**src/rtl/au_pkg.sv**
```systemverilog
// package: register map, field layout and carrier types of the transceiver
package au_pkg;
    // register byte offsets
    localparam logic [11:0] AU_OFS_CTRL1 = 12'h000;
    localparam logic [11:0] AU_OFS_CTRL2 = 12'h004;
    localparam logic [11:0] AU_OFS_IER   = 12'h008;
    localparam logic [11:0] AU_OFS_BAUD_DIVIDER_INTEGER  = 12'h00C;
    localparam logic [11:0] AU_OFS_BAUD_DIVIDER_FRACTION  = 12'h010;
    localparam logic [11:0] AU_OFS_ISR   = 12'h01C;
    localparam logic [11:0] AU_OFS_ICR   = 12'h020;
    localparam logic [11:0] AU_OFS_RDR   = 12'h024;
    localparam logic [11:0] AU_OFS_TDR   = 12'h028;
    // control register 1 fields
    localparam int AU_C1_W      = 8;
    localparam int AU_C1_TRANSMIT_ENABLE_BIT   = 0;
    localparam int AU_C1_RECEIVE_ENABLE_BIT   = 1;
    localparam int AU_C1_OVER   = 2;
    localparam int AU_C1_PAR_LO = 3;
    localparam int AU_C1_STOP   = 5;
    localparam int AU_C1_START  = 6;
    localparam int AU_C1_SYNC   = 7;
    // control register 2 fields
    localparam int AU_C2_W      = 4;
    localparam int AU_C2_TRANSMIT_DMA_ENABLE  = 0;
    localparam int AU_C2_RECEIVE_DMA_ENABLE  = 1;
    localparam int AU_C2_SRC_LO = 2;
    // flag positions, shared by status, enable and clear registers; busy is in status only
    localparam int AU_FLAG_W    = 5;
    localparam int AU_F_TXE     = 0;
    localparam int AU_F_TC      = 1;
    localparam int AU_F_RC      = 2;
    localparam int AU_F_FE      = 3;
    localparam int AU_F_PE      = 4;
    localparam int AU_F_BUSY    = 5;
    // reset values
    localparam logic [AU_C1_W-1:0]   AU_RST_CTRL1 = 8'h00;
    localparam logic [AU_C2_W-1:0]   AU_RST_CTRL2 = 4'h0;
    localparam logic [AU_FLAG_W-1:0] AU_RST_IER   = 5'h00;
    localparam logic [AU_FLAG_W-1:0] AU_RST_FLAGS = 5'h01;
    localparam logic [15:0]          AU_RST_BAUD_DIVIDER_INTEGER  = 16'h0000;
    localparam logic [3:0]           AU_RST_BAUD_DIVIDER_FRACTION  = 4'h0;
    // samples per bit
    localparam logic [4:0] AU_OSR16 = 5'h10;
    localparam logic [4:0] AU_OSR8  = 5'h08;
    // parity select codes
    localparam logic [1:0] AU_PAR_NONE = 2'h0;
    localparam logic [1:0] AU_PAR_ODD  = 2'h2;
    // dma trigger sources, used as index of the request vector
    localparam logic [7:0] AU_TRIG_RX = 8'h00;
    localparam logic [7:0] AU_TRIG_TX = 8'h01;

    typedef struct packed {
        logic [11:0] paddr;
        logic        pwrite;
        logic [31:0] pwdata;
        logic        psel;
        logic        penable;
    } au_apb_req_type;

    typedef struct packed {
        logic [31:0] prdata;
        logic        pready;
        logic        pslverr;
    } au_apb_rsp_type;

    typedef enum logic [2:0] {
        AU_IDLE  = 3'b000,
        AU_START = 3'b001,
        AU_DATA  = 3'b010,
        AU_PAR   = 3'b011,
        AU_STOP  = 3'b100
    } au_state_type;
endpackage

```
**src/rtl/au_baud.sv**
```systemverilog
// fractional baud generator producing the oversampling tick
`timescale 1ns/1ps
`default_nettype none
module au_baud #(
    parameter int INT_W  = 16,
    parameter int FRAC_W = 4
) (
    input  wire logic              clk_i,
    input  wire logic              rstn_i,
    input  wire logic [INT_W-1:0]  div_int_i,
    input  wire logic [FRAC_W-1:0] div_frac_i,
    output logic                   tick_o
);
    logic [INT_W:0]   cnt_r;
    logic [INT_W:0]   cnt_nxt;
    logic [FRAC_W-1:0] acc_r;
    logic [FRAC_W-1:0] acc_nxt;
    wire  [FRAC_W:0]  acc_sum;
    wire  [INT_W:0]   period;
    wire  [INT_W:0]   reload;

    // integer part plus carry of the fraction accumulator
    assign acc_sum = {1'b0, acc_r} + {1'b0, div_frac_i};
    assign period  = (div_int_i == '0) ? (INT_W+1)'(1) : {1'b0, div_int_i};
    assign reload  = period - (INT_W+1)'(1) + (INT_W+1)'(acc_sum[FRAC_W]);
    assign tick_o  = (cnt_r == '0);
    assign cnt_nxt = tick_o ? reload : cnt_r - (INT_W+1)'(1);
    assign acc_nxt = tick_o ? acc_sum[FRAC_W-1:0] : acc_r;

    always_ff @(posedge clk_i or negedge rstn_i) begin
        if (!rstn_i) begin
            cnt_r <= '0;
            acc_r <= '0;
        end else begin
            cnt_r <= cnt_nxt;
            acc_r <= acc_nxt;
        end
    end
endmodule
`default_nettype wire

```
**src/rtl/au_uart.sv**
```systemverilog
// full-duplex asynchronous transceiver with apb registers and dma requests
`timescale 1ns/1ps
`default_nettype none
module au_uart (
    input  wire logic              clk_i,
    input  wire logic              rstn_i,
    input  wire au_pkg::au_apb_req_type apb_i,
    output au_pkg::au_apb_rsp_type apb_o,
    input  wire logic              rxd_i,
    output logic                   txd_o,
    output logic                   irq_o,
    output logic [1:0]             dma_req_o
);
    import au_pkg::*;

    function automatic logic bit_end(input logic [4:0] cnt,
                                     input logic [4:0] osr);
        bit_end = (cnt == osr - 5'h01);
    endfunction

    function automatic logic par_of(input logic [7:0] d, input logic odd);
        par_of = (^d) ^ odd;
    endfunction

    // configuration and status storage
    logic [AU_C1_W-1:0]   ctrl1_r;
    logic [AU_C2_W-1:0]   ctrl2_r;
    logic [AU_FLAG_W-1:0] ier_r;
    logic [15:0]          baud_divider_integer_r;
    logic [3:0]           baud_divider_fraction_r;
    logic [AU_FLAG_W-1:0] flags_r;
    logic [AU_FLAG_W-1:0] flags_nxt;
    logic [7:0]           rdr_r;
    logic                 rdr_full_r;
    logic [7:0]           tdr_r;
    logic                 tx_pend_r;
    logic [31:0]          prdata_r;
    logic [31:0]          rd_mux;

    // bus decode
    wire access   = apb_i.psel & apb_i.penable;
    wire setup    = apb_i.psel & ~apb_i.penable;
    wire wr       = access & apb_i.pwrite;
    wire rd       = access & ~apb_i.pwrite;
    wire hit_c1   = (apb_i.paddr == AU_OFS_CTRL1);
    wire hit_c2   = (apb_i.paddr == AU_OFS_CTRL2);
    wire hit_ier  = (apb_i.paddr == AU_OFS_IER);
    wire hit_bri  = (apb_i.paddr == AU_OFS_BAUD_DIVIDER_INTEGER);
    wire hit_brf  = (apb_i.paddr == AU_OFS_BAUD_DIVIDER_FRACTION);
    wire hit_isr  = (apb_i.paddr == AU_OFS_ISR);
    wire hit_icr  = (apb_i.paddr == AU_OFS_ICR);
    wire hit_rdr  = (apb_i.paddr == AU_OFS_RDR);
    wire hit_tdr  = (apb_i.paddr == AU_OFS_TDR);
    wire mapped   = hit_c1 | hit_c2 | hit_ier | hit_bri | hit_brf |
                    hit_isr | hit_icr | hit_rdr | hit_tdr;
    wire tdr_wr   = wr & hit_tdr;
    wire icr_wr   = wr & hit_icr;
    wire rdr_rd   = rd & hit_rdr;

    // configuration fields
    wire       async_mode = ~ctrl1_r[AU_C1_SYNC];
    wire       tx_run     = async_mode & ctrl1_r[AU_C1_TRANSMIT_ENABLE_BIT];
    wire       rx_run     = async_mode & ctrl1_r[AU_C1_RECEIVE_ENABLE_BIT];
    wire [1:0] par_sel    = ctrl1_r[AU_C1_PAR_LO +: 2];
    wire       par_on     = (par_sel != AU_PAR_NONE);
    wire       par_odd    = (par_sel == AU_PAR_ODD);
    wire       stop_two   = ctrl1_r[AU_C1_STOP];
    wire [4:0] osr        = ctrl1_r[AU_C1_OVER] ? AU_OSR8
                                                : AU_OSR16;
    wire [4:0] half_osr   = {1'b0, osr[4:1]};

    // oversampling tick, always from the bus clock
    logic tick;
    au_baud #(
        .INT_W  (16),
        .FRAC_W (4)
    ) u_baud (
        .clk_i      (clk_i),
        .rstn_i     (rstn_i),
        .div_int_i  (baud_divider_integer_r),
        .div_frac_i (baud_divider_fraction_r),
        .tick_o     (tick)
    );

    // receive line synchroniser and filter
    logic rx_s1_r;
    logic rx_s2_r;
    logic rx_s3_r;
    logic rx_line_r;
    logic rx_prev_r;
    wire  rx_line_nxt = (rx_s2_r == rx_s3_r) ? rx_s3_r : rx_line_r;
    wire  rx_fall     = rx_prev_r & ~rx_line_r;
    wire  rx_start    = ctrl1_r[AU_C1_START] ? ~rx_line_r
                                             : rx_fall;

    // receiver
    au_state_type rx_st_r;
    au_state_type rx_st_nxt;
    logic [4:0]   rx_cnt_r;
    logic [4:0]   rx_cnt_nxt;
    logic [2:0]   rx_bit_r;
    logic [2:0]   rx_bit_nxt;
    logic [7:0]   rx_sh_r;
    logic [7:0]   rx_sh_nxt;
    logic         rx_pe_r;
    logic         rx_pe_nxt;
    logic         rx_fe_r;
    logic         rx_fe_nxt;
    logic         rx_s2nd_r;
    logic         rx_s2nd_nxt;
    logic         rx_done;

    always_comb begin
        rx_st_nxt   = rx_st_r;
        rx_cnt_nxt  = rx_cnt_r;
        rx_bit_nxt  = rx_bit_r;
        rx_sh_nxt   = rx_sh_r;
        rx_pe_nxt   = rx_pe_r;
        rx_fe_nxt   = rx_fe_r;
        rx_s2nd_nxt = rx_s2nd_r;
        rx_done     = 1'b0;
        if (!rx_run) begin
            rx_st_nxt = AU_IDLE;
        end else begin
            case (rx_st_r)
                AU_IDLE: begin
                    if (rx_start) begin
                        rx_st_nxt   = AU_START;
                        rx_cnt_nxt  = '0;
                        rx_pe_nxt   = 1'b0;
                        rx_fe_nxt   = 1'b0;
                        rx_s2nd_nxt = 1'b0;
                    end
                end
                AU_START: begin
                    if (tick) begin
                        if (rx_cnt_r == half_osr - 5'h01) begin
                            rx_cnt_nxt = '0;
                            rx_bit_nxt = '0;
                            rx_st_nxt  = rx_line_r ? AU_IDLE : AU_DATA;
                        end else begin
                            rx_cnt_nxt = rx_cnt_r + 5'h01;
                        end
                    end
                end
                AU_DATA: begin
                    if (tick) begin
                        rx_cnt_nxt = rx_cnt_r + 5'h01;
                        if (bit_end(rx_cnt_r, osr)) begin
                            rx_cnt_nxt = '0;
                            rx_sh_nxt  = {rx_line_r, rx_sh_r[7:1]};
                            rx_bit_nxt = rx_bit_r + 3'h1;
                            if (rx_bit_r == 3'h7) begin
                                rx_st_nxt = par_on ? AU_PAR : AU_STOP;
                            end
                        end
                    end
                end
                AU_PAR: begin
                    if (tick) begin
                        rx_cnt_nxt = rx_cnt_r + 5'h01;
                        if (bit_end(rx_cnt_r, osr)) begin
                            rx_cnt_nxt = '0;
                            rx_pe_nxt  = par_of(rx_sh_r, par_odd)
                                         ^ rx_line_r;
                            rx_st_nxt  = AU_STOP;
                        end
                    end
                end
                AU_STOP: begin
                    if (tick) begin
                        rx_cnt_nxt = rx_cnt_r + 5'h01;
                        if (bit_end(rx_cnt_r, osr)) begin
                            rx_cnt_nxt = '0;
                            rx_fe_nxt  = rx_fe_r | ~rx_line_r;
                            if (stop_two && !rx_s2nd_r) begin
                                rx_s2nd_nxt = 1'b1;
                            end else begin
                                rx_done   = 1'b1;
                                rx_st_nxt = AU_IDLE;
                            end
                        end
                    end
                end
                default: rx_st_nxt = AU_IDLE;
            endcase
        end
    end

    // transmitter
    au_state_type tx_st_r;
    au_state_type tx_st_nxt;
    logic [4:0]   tx_cnt_r;
    logic [4:0]   tx_cnt_nxt;
    logic [2:0]   tx_bit_r;
    logic [2:0]   tx_bit_nxt;
    logic [7:0]   tx_sh_r;
    logic [7:0]   tx_sh_nxt;
    logic         tx_par_r;
    logic         tx_par_nxt;
    logic         tx_s2nd_r;
    logic         tx_s2nd_nxt;
    logic         txd_nxt;
    logic         tx_load;
    logic         tx_end;

    always_comb begin
        tx_st_nxt   = tx_st_r;
        tx_cnt_nxt  = tx_cnt_r;
        tx_bit_nxt  = tx_bit_r;
        tx_sh_nxt   = tx_sh_r;
        tx_par_nxt  = tx_par_r;
        tx_s2nd_nxt = tx_s2nd_r;
        tx_load     = 1'b0;
        tx_end      = 1'b0;
        case (tx_st_r)
            AU_IDLE: begin
                if (tx_run && tx_pend_r) begin
                    tx_load     = 1'b1;
                    tx_sh_nxt   = tdr_r;
                    tx_par_nxt  = par_of(tdr_r, par_odd);
                    tx_cnt_nxt  = '0;
                    tx_bit_nxt  = '0;
                    tx_s2nd_nxt = 1'b0;
                    tx_st_nxt   = AU_START;
                end
            end
            AU_START: begin
                if (tick) begin
                    tx_cnt_nxt = tx_cnt_r + 5'h01;
                    if (bit_end(tx_cnt_r, osr)) begin
                        tx_cnt_nxt = '0;
                        tx_st_nxt  = AU_DATA;
                    end
                end
            end
            AU_DATA: begin
                if (tick) begin
                    tx_cnt_nxt = tx_cnt_r + 5'h01;
                    if (bit_end(tx_cnt_r, osr)) begin
                        tx_cnt_nxt = '0;
                        tx_sh_nxt  = {1'b0, tx_sh_r[7:1]};
                        tx_bit_nxt = tx_bit_r + 3'h1;
                        if (tx_bit_r == 3'h7) begin
                            tx_st_nxt = par_on ? AU_PAR : AU_STOP;
                        end
                    end
                end
            end
            AU_PAR: begin
                if (tick) begin
                    tx_cnt_nxt = tx_cnt_r + 5'h01;
                    if (bit_end(tx_cnt_r, osr)) begin
                        tx_cnt_nxt = '0;
                        tx_st_nxt  = AU_STOP;
                    end
                end
            end
            AU_STOP: begin
                if (tick) begin
                    tx_cnt_nxt = tx_cnt_r + 5'h01;
                    if (bit_end(tx_cnt_r, osr)) begin
                        tx_cnt_nxt = '0;
                        if (stop_two && !tx_s2nd_r) begin
                            tx_s2nd_nxt = 1'b1;
                        end else begin
                            tx_end    = 1'b1;
                            tx_st_nxt = AU_IDLE;
                        end
                    end
                end
            end
            default: tx_st_nxt = AU_IDLE;
        endcase
    end

    always_comb begin
        case (tx_st_nxt)
            AU_START: txd_nxt = 1'b0;
            AU_DATA:  txd_nxt = tx_sh_nxt[0];
            AU_PAR:   txd_nxt = tx_par_nxt;
            default:  txd_nxt = 1'b1;
        endcase
    end

    // flag update, set wins over clear
    wire [AU_FLAG_W-1:0] flag_set = {rx_done & rx_pe_nxt,
                                     rx_done & rx_fe_nxt,
                                     rx_done,
                                     tx_end,
                                     tx_load};
    wire [AU_FLAG_W-1:0] icr_clr  = icr_wr ? ~apb_i.pwdata[AU_FLAG_W-1:0]
                                           : '0;
    wire [AU_FLAG_W-1:0] tdr_clr  = AU_FLAG_W'(tdr_wr);
    assign flags_nxt = (flags_r & ~(icr_clr | tdr_clr)) | flag_set;

    wire tx_busy = (tx_st_r != AU_IDLE) | tx_pend_r;

    // read data mux
    always_comb begin
        rd_mux = '0;
        case (1'b1)
            hit_c1:  rd_mux[AU_C1_W-1:0]   = ctrl1_r;
            hit_c2:  rd_mux[AU_C2_W-1:0]   = ctrl2_r;
            hit_ier: rd_mux[AU_FLAG_W-1:0] = ier_r;
            hit_bri: rd_mux[15:0]          = baud_divider_integer_r;
            hit_brf: rd_mux[3:0]           = baud_divider_fraction_r;
            hit_isr: rd_mux[AU_F_BUSY:0]   = {tx_busy, flags_r};
            hit_rdr: rd_mux[7:0]           = rdr_r;
            default: rd_mux = '0;
        endcase
    end

    always_ff @(posedge clk_i or negedge rstn_i) begin
        if (!rstn_i) begin
            ctrl1_r  <= AU_RST_CTRL1;
            ctrl2_r  <= AU_RST_CTRL2;
            ier_r    <= AU_RST_IER;
            baud_divider_integer_r   <= AU_RST_BAUD_DIVIDER_INTEGER;
            baud_divider_fraction_r   <= AU_RST_BAUD_DIVIDER_FRACTION;
            prdata_r <= '0;
        end else begin
            if (wr && hit_c1) ctrl1_r <= apb_i.pwdata[AU_C1_W-1:0];
            if (wr && hit_c2) ctrl2_r <= apb_i.pwdata[AU_C2_W-1:0];
            if (wr && hit_ier) ier_r <= apb_i.pwdata[AU_FLAG_W-1:0];
            if (wr && hit_bri) baud_divider_integer_r <= apb_i.pwdata[15:0];
            if (wr && hit_brf) baud_divider_fraction_r <= apb_i.pwdata[3:0];
            if (setup) prdata_r <= rd_mux;
        end
    end

    always_ff @(posedge clk_i or negedge rstn_i) begin
        if (!rstn_i) begin
            flags_r    <= AU_RST_FLAGS;
            rdr_r      <= '0;
            rdr_full_r <= 1'b0;
            tdr_r      <= '0;
            tx_pend_r  <= 1'b0;
        end else begin
            flags_r    <= flags_nxt;
            rdr_full_r <= (rdr_full_r & ~rdr_rd) | rx_done;
            tx_pend_r  <= (tx_pend_r & ~tx_load) | tdr_wr;
            if (rx_done) rdr_r <= rx_sh_r;
            if (tdr_wr) tdr_r <= apb_i.pwdata[7:0];
        end
    end

    always_ff @(posedge clk_i or negedge rstn_i) begin
        if (!rstn_i) begin
            rx_s1_r   <= 1'b1;
            rx_s2_r   <= 1'b1;
            rx_s3_r   <= 1'b1;
            rx_line_r <= 1'b1;
            rx_prev_r <= 1'b1;
        end else begin
            rx_s1_r   <= rxd_i;
            rx_s2_r   <= rx_s1_r;
            rx_s3_r   <= rx_s2_r;
            rx_line_r <= rx_line_nxt;
            rx_prev_r <= rx_line_r;
        end
    end

    always_ff @(posedge clk_i or negedge rstn_i) begin
        if (!rstn_i) begin
            rx_st_r   <= AU_IDLE;
            rx_cnt_r  <= '0;
            rx_bit_r  <= '0;
            rx_sh_r   <= '0;
            rx_pe_r   <= 1'b0;
            rx_fe_r   <= 1'b0;
            rx_s2nd_r <= 1'b0;
        end else begin
            rx_st_r   <= rx_st_nxt;
            rx_cnt_r  <= rx_cnt_nxt;
            rx_bit_r  <= rx_bit_nxt;
            rx_sh_r   <= rx_sh_nxt;
            rx_pe_r   <= rx_pe_nxt;
            rx_fe_r   <= rx_fe_nxt;
            rx_s2nd_r <= rx_s2nd_nxt;
        end
    end

    always_ff @(posedge clk_i or negedge rstn_i) begin
        if (!rstn_i) begin
            tx_st_r   <= AU_IDLE;
            tx_cnt_r  <= '0;
            tx_bit_r  <= '0;
            tx_sh_r   <= '0;
            tx_par_r  <= 1'b0;
            tx_s2nd_r <= 1'b0;
            txd_o     <= 1'b1;
        end else begin
            tx_st_r   <= tx_st_nxt;
            tx_cnt_r  <= tx_cnt_nxt;
            tx_bit_r  <= tx_bit_nxt;
            tx_sh_r   <= tx_sh_nxt;
            tx_par_r  <= tx_par_nxt;
            tx_s2nd_r <= tx_s2nd_nxt;
            txd_o     <= txd_nxt;
        end
    end

    // outputs
    assign irq_o = |(flags_r & ier_r);
    assign dma_req_o[AU_TRIG_TX[0]] = ctrl2_r[AU_C2_TRANSMIT_DMA_ENABLE] & tx_run
                                      & flags_r[AU_F_TXE];
    assign dma_req_o[AU_TRIG_RX[0]] = ctrl2_r[AU_C2_RECEIVE_DMA_ENABLE]
                                      & rdr_full_r;
    assign apb_o = '{prdata:  prdata_r,
                     pready:  1'b1,
                     pslverr: access & ~mapped};
endmodule
`default_nettype wire

```
**config.mk**
```make
export PLATFORM = sky130hd
export DESIGN_NAME = au_uart
export DESIGN_NICKNAME = d
export VERILOG_FILES = /design/src/rtl/au_pkg.sv /design/src/rtl/au_baud.sv /design/src/rtl/au_uart.sv
export SDC_FILE = /design/constraint.sdc
export NUM_CORES = 1
export LEC_CHECK = 0
export ABC_AREA = 1
export BUFFER_PORTS_ARGS = -buffer_cell sky130_fd_sc_hd__buf_2
export CORE_UTILIZATION = 35
export CTS_BUF_LIST = sky130_fd_sc_hd__clkbuf_2
export CTS_CLUSTER_DIAMETER = 40
export DETAILED_ROUTE_END_ITERATION = 12
export GPL_ROUTABILITY_DRIVEN = 0
export PLACE_DENSITY = 0.56
export SYNTH_ARGS = -nofsm -noshare
export SYNTH_HDL_FRONTEND = slang
export SYNTH_SLANG_ARGS = --single-unit
```
**constraint.sdc**
```tcl
create_clock -name clk_i -period 3.15 [get_ports clk_i]
set_clock_uncertainty 0.15 [all_clocks]
set_input_delay 0.945 -clock clk_i [delete_from_list [all_inputs] [get_ports clk_i]]
set_output_delay 0.945 -clock clk_i [all_outputs]
set_load 0.01 [all_outputs]
```
==> metrics <==
compound-gate portion of the synthesized area=11.9%; RR Endpoint=u_baud.cnt_r[15]; post-synth top area cell=dfrtp_1; total power=0.00305 W; final worst-path cycle share=102%; FF+latch count, synth=roughly 150; share of cells above drive strength 1=19.6%; Setup CP Type=in2reg; Final setup viols=1; Slew @ Worst Pin=around 0.59 ns; Syn-to-layout area delta=13.8%; DIE AREA=about 0.024 mm²; Slew HR=60.2%; DP Worst Slack=-0.0701 ns; status=complete, but fails checks; Arr. time, crit path=3.77 ns; Fmax=0.311 GHz; worst min path class=in2reg; dpl cells=approximately 1.4k; largest net degree at the start of global routing=47; cell mode on critical path=buf_4; via density per instance=between 4 and 5; GRT overflow=0; IO buf count=between 50 and 60; H-Tree Level Count=4; VDD IR-drop max=0.000172 V; worst hold stages=1; PnR worst setup slack=-0.0639 ns; Layout Utilization=40.7%; worst-skew pair later-pin latency=0.74 ns; clock transition at the registers of the reported paths=0.24 ns; hold_ws=0.137 ns; Final Max Tran Viols=0; Critical Path RT=3.70 ns; simple-gate share of the synthesized area=28.5%; largest family of logic cells by synthesized area=simple AND/OR/NAND/NOR gates; startpoint of the worst hold path=rxd_i; syn avg cell area=between 7 and 8 µm²; sequential-to-total area share from yosys stat=45.2%; fin cells=1,419; final wirelength=roughly 20 mm; core area=0.0226 mm²; CP peak stage delay=0.26 ns; Hold Path Sink=rx_s1_r; Area contributors post-synth=dfrtp_1, nand2_1, nand3_1; count of different cell masters after synthesis=58; CTS Buf Count=17; Final Hold Fails=0; Initial Util=35.8%; iteration-0 DRC count of the detailed router=300; Initial DRT Pass Iterations=5; top-area cell type share of the netlist area=43.0%; leakage=4.56 nW; fillers=2,318; number of global-route vias before repair=6,763; Clock Sinks=between 100 and 150; violated checks=setup timing; critical path endpoint category=flop; Cell Area, Synth=0.00810 mm²; site row count=55; critical path cell sequence=buf_2 -> nor2_4 -> nand3_2 -> nor2_1 -> nand2_1 -> buf_4 -> buf_4 -> buf_4 -> buf_4 -> buf_4 -> buf_4 -> buf_4 -> buf_4 -> buf_4 -> buf_4 -> buf_4 -> buf_4 -> buf_4 -> buf_4 -> buf_4 -> o211ai_1 -> nand2_1 -> nand2_1; Syn. warnings=0; Post-Synth XOR/XNOR Area=2.49%; launch point of the worst reg-to-reg path=baud_divider_fraction_r[0]; ANT nets after route=0; CTS tree=built; vias=between 6k and 7k; WL/cell=between 10 and 15 µm; PwrDens=~330 mW/mm²; DRC viols=0; internal reg-to-reg setup slack=approximately 0.48 ns; Syn Inst Count=about 1.0k; initial antenna violation count=1; worst-path fanout max=3; GRT Util Overall=between 10% and 20%; Worst Reg-to-Reg Cells=15; I/O pin cnt=88; adder-cell share of the synthesized area=2.53%; multiplexer area fraction after synthesis=less than 1%; Critical Path Source Type=input pin; DP Wirelength=15.4 mm; CTS Root Cell=clkbuf_2; crit path max-delay cell type=o211ai_1; Max clock buf depth=2; Die Y=between 150 and 200 µm; Layout Nets=1,183; Max Cap Viol=0; min cycle time layout=between 3 and 4 ns; global-route wire length before repair=33.4 mm; Die Wd=154 µm
## flip-flops by register name, summed over array words and instances (netlist names), 8 cells and up
| signal | count |
|---|---|
| rdr_r | 8 |
| tx_sh_r | 8 |
| rx_sh_r | 8 |
| u_baud.cnt_r | 17 |
| prdata_r | 16 |
| ctrl1_r | 8 |
| tdr_r | 8 |
| baud_divider_integer_r | 16 |
## Yosys cell counts, drive strengths merged
| master | count |
|---|---|
| mux2i | 1 |
| o41ai | 1 |
| dfrtp | 139 |
| a221oi | 1 |
| fa | 1 |
| a21oi | 27 |
| a21o | 1 |
| a32oi | 1 |
| nor2 | 102 |
| o2111ai | 1 |
| nand4 | 19 |
| clkinv | 2 |
| nand3b | 1 |
| inv | 120 |
| o22ai | 2 |
| a31oi | 3 |
| o31a | 1 |
| dfstp | 7 |
| o21a | 1 |
| and3 | 1 |
| a211oi | 1 |
| ha | 14 |
| maj3 | 1 |
| xnor2 | 7 |
| o211ai | 4 |
| a22oi | 1 |
| nand3 | 87 |
| o21ai | 100 |
| conb | 2 |
| a41oi | 3 |
| nand2 | 286 |
| a32o | 1 |
| or2 | 2 |
| nor3 | 14 |
| mux2 | 4 |
| o32ai | 1 |
| buf | 32 |
| or3 | 1 |
| clkbuf | 2 |
| o221ai | 7 |
| o31ai | 1 |
| xor2 | 16 |
## power by group
| part | leakage (nW) | internal, W | switching, W |
|---|---|---|---|
| Clock | 0.120 | 0.000211 | 0.000721 |
| Combinational | 2.53 | 0.0000664 | 0.000131 |
| Sequential | 1.91 | 0.00190 | 0.0000193 |
| Total | 4.56 | 0.00218 | 0.000871 |
## what timing repair did
item / CTS / global route
hold endpoints to repair: 40 / 0
gates cloned: 0 / 0
setup endpoints to repair: 1 / 3
setup buffers: 14 / 2
hold buffers: 1 / 0
resized for setup: 16 / 8
pin swaps: 5 / 6
## layout by cell type, fill, tap and decap left out, types with 6 or more instances in the layout
cell type	n
clkbuf_2	17
a21oi_1	25
nand3_2	8
inv_2	12
nor2_1	83
nand2_1	276
o21ai_2	16
nor2_2	8
xnor2_1	7
ha_1	14
nor3_1	8
o21ai_0	68
inv_1	108
nand4_1	15
nand3_1	79
buf_4	41
nand2_2	9
conb_1	17
o221ai_1	7
o21ai_1	16
nor3_2	6
buf_2	49
nor2_4	11
xor2_1	16
buf_6	6
clkinv_4	7
dfrtp_1	138
dfstp_2	7
## critical path: cells and delay by family
| kind | cells | cell delay [ns] |
|---|---|---|
| AOI/OAI and AO/OA | 1 | 0.26 |
| and+or+nand+nor | 6 | 0.60 |
| buffers and inverters | 16 | 1.96 |
## stage by stage
step	area, µm²	TNS (ns)
final	9220	-0.0639
after global routing	9220	-0.0331
after CTS	9160	0
after detailed placement	8780	-0.0701
after global placement	8780	-0.0327
after floorplan	8150	0
## cell families (layout without fill, tap and decap cells)
family / after synthesis / count (layout)
buffers and inverters: 156 / 252
flip-flops: 146 / 146
XOR/XNOR: 23 / 23
other: 2 / 21
multiplexers: 5 / 5
AND/OR/NAND/NOR: 513 / 513
AO/OA/AOI/OAI: 158 / 158
adder cells (fa/ha/maj): 16 / 16
## worst max-delay path by stage
stage / depth (start not counted) / slack [ns] / endpoint / startpoint
global placement: 9 / -0.03 / apb_o[0] / apb_i[38]
detailed placement: 9 / -0.07 / apb_o[0] / apb_i[38]
global route: 9 / -0.02 / apb_o[0] / apb_i[36]
floorplan: 7 / 0.07 / apb_o[0] / apb_i[44]
CTS: 9 / 0.0006 / apb_o[0] / apb_i[38]
finish: 23 / -0.06 / prdata_r[4] / apb_i[42]
## layer usage
| layer | track usage [%] | share of wire [%] |
|---|---|---|
| met4 | 6.95 | 2.6 |
| met2 | 30.6 | 49 |
| met3 | 2.99 | 3.4 |
| met1 | 22.9 | 45 |
| met5 | 0 | 0 |
## area by class of cell
| class | count | area (µm²) | share of cell area (%) |
|---|---|---|---|
| Tap cell | 285 | 357 | 3.87 |
| Clock inverter | 14 | 108 | 1.17 |
| Multi-Input combinational cell | 732 | 3860 | 41.9 |
| Antenna cell | 4 | 10.0 | 0.109 |
| Inverter | 122 | 459 | 4.98 |
| Timing Repair Buffer | 99 | 671 | 7.28 |
| Clock buffer | 17 | 85.1 | 0.923 |
| Sequential cell | 146 | 3660 | 39.8 |
No activity file was read; power rests on OpenSTA's default activity.
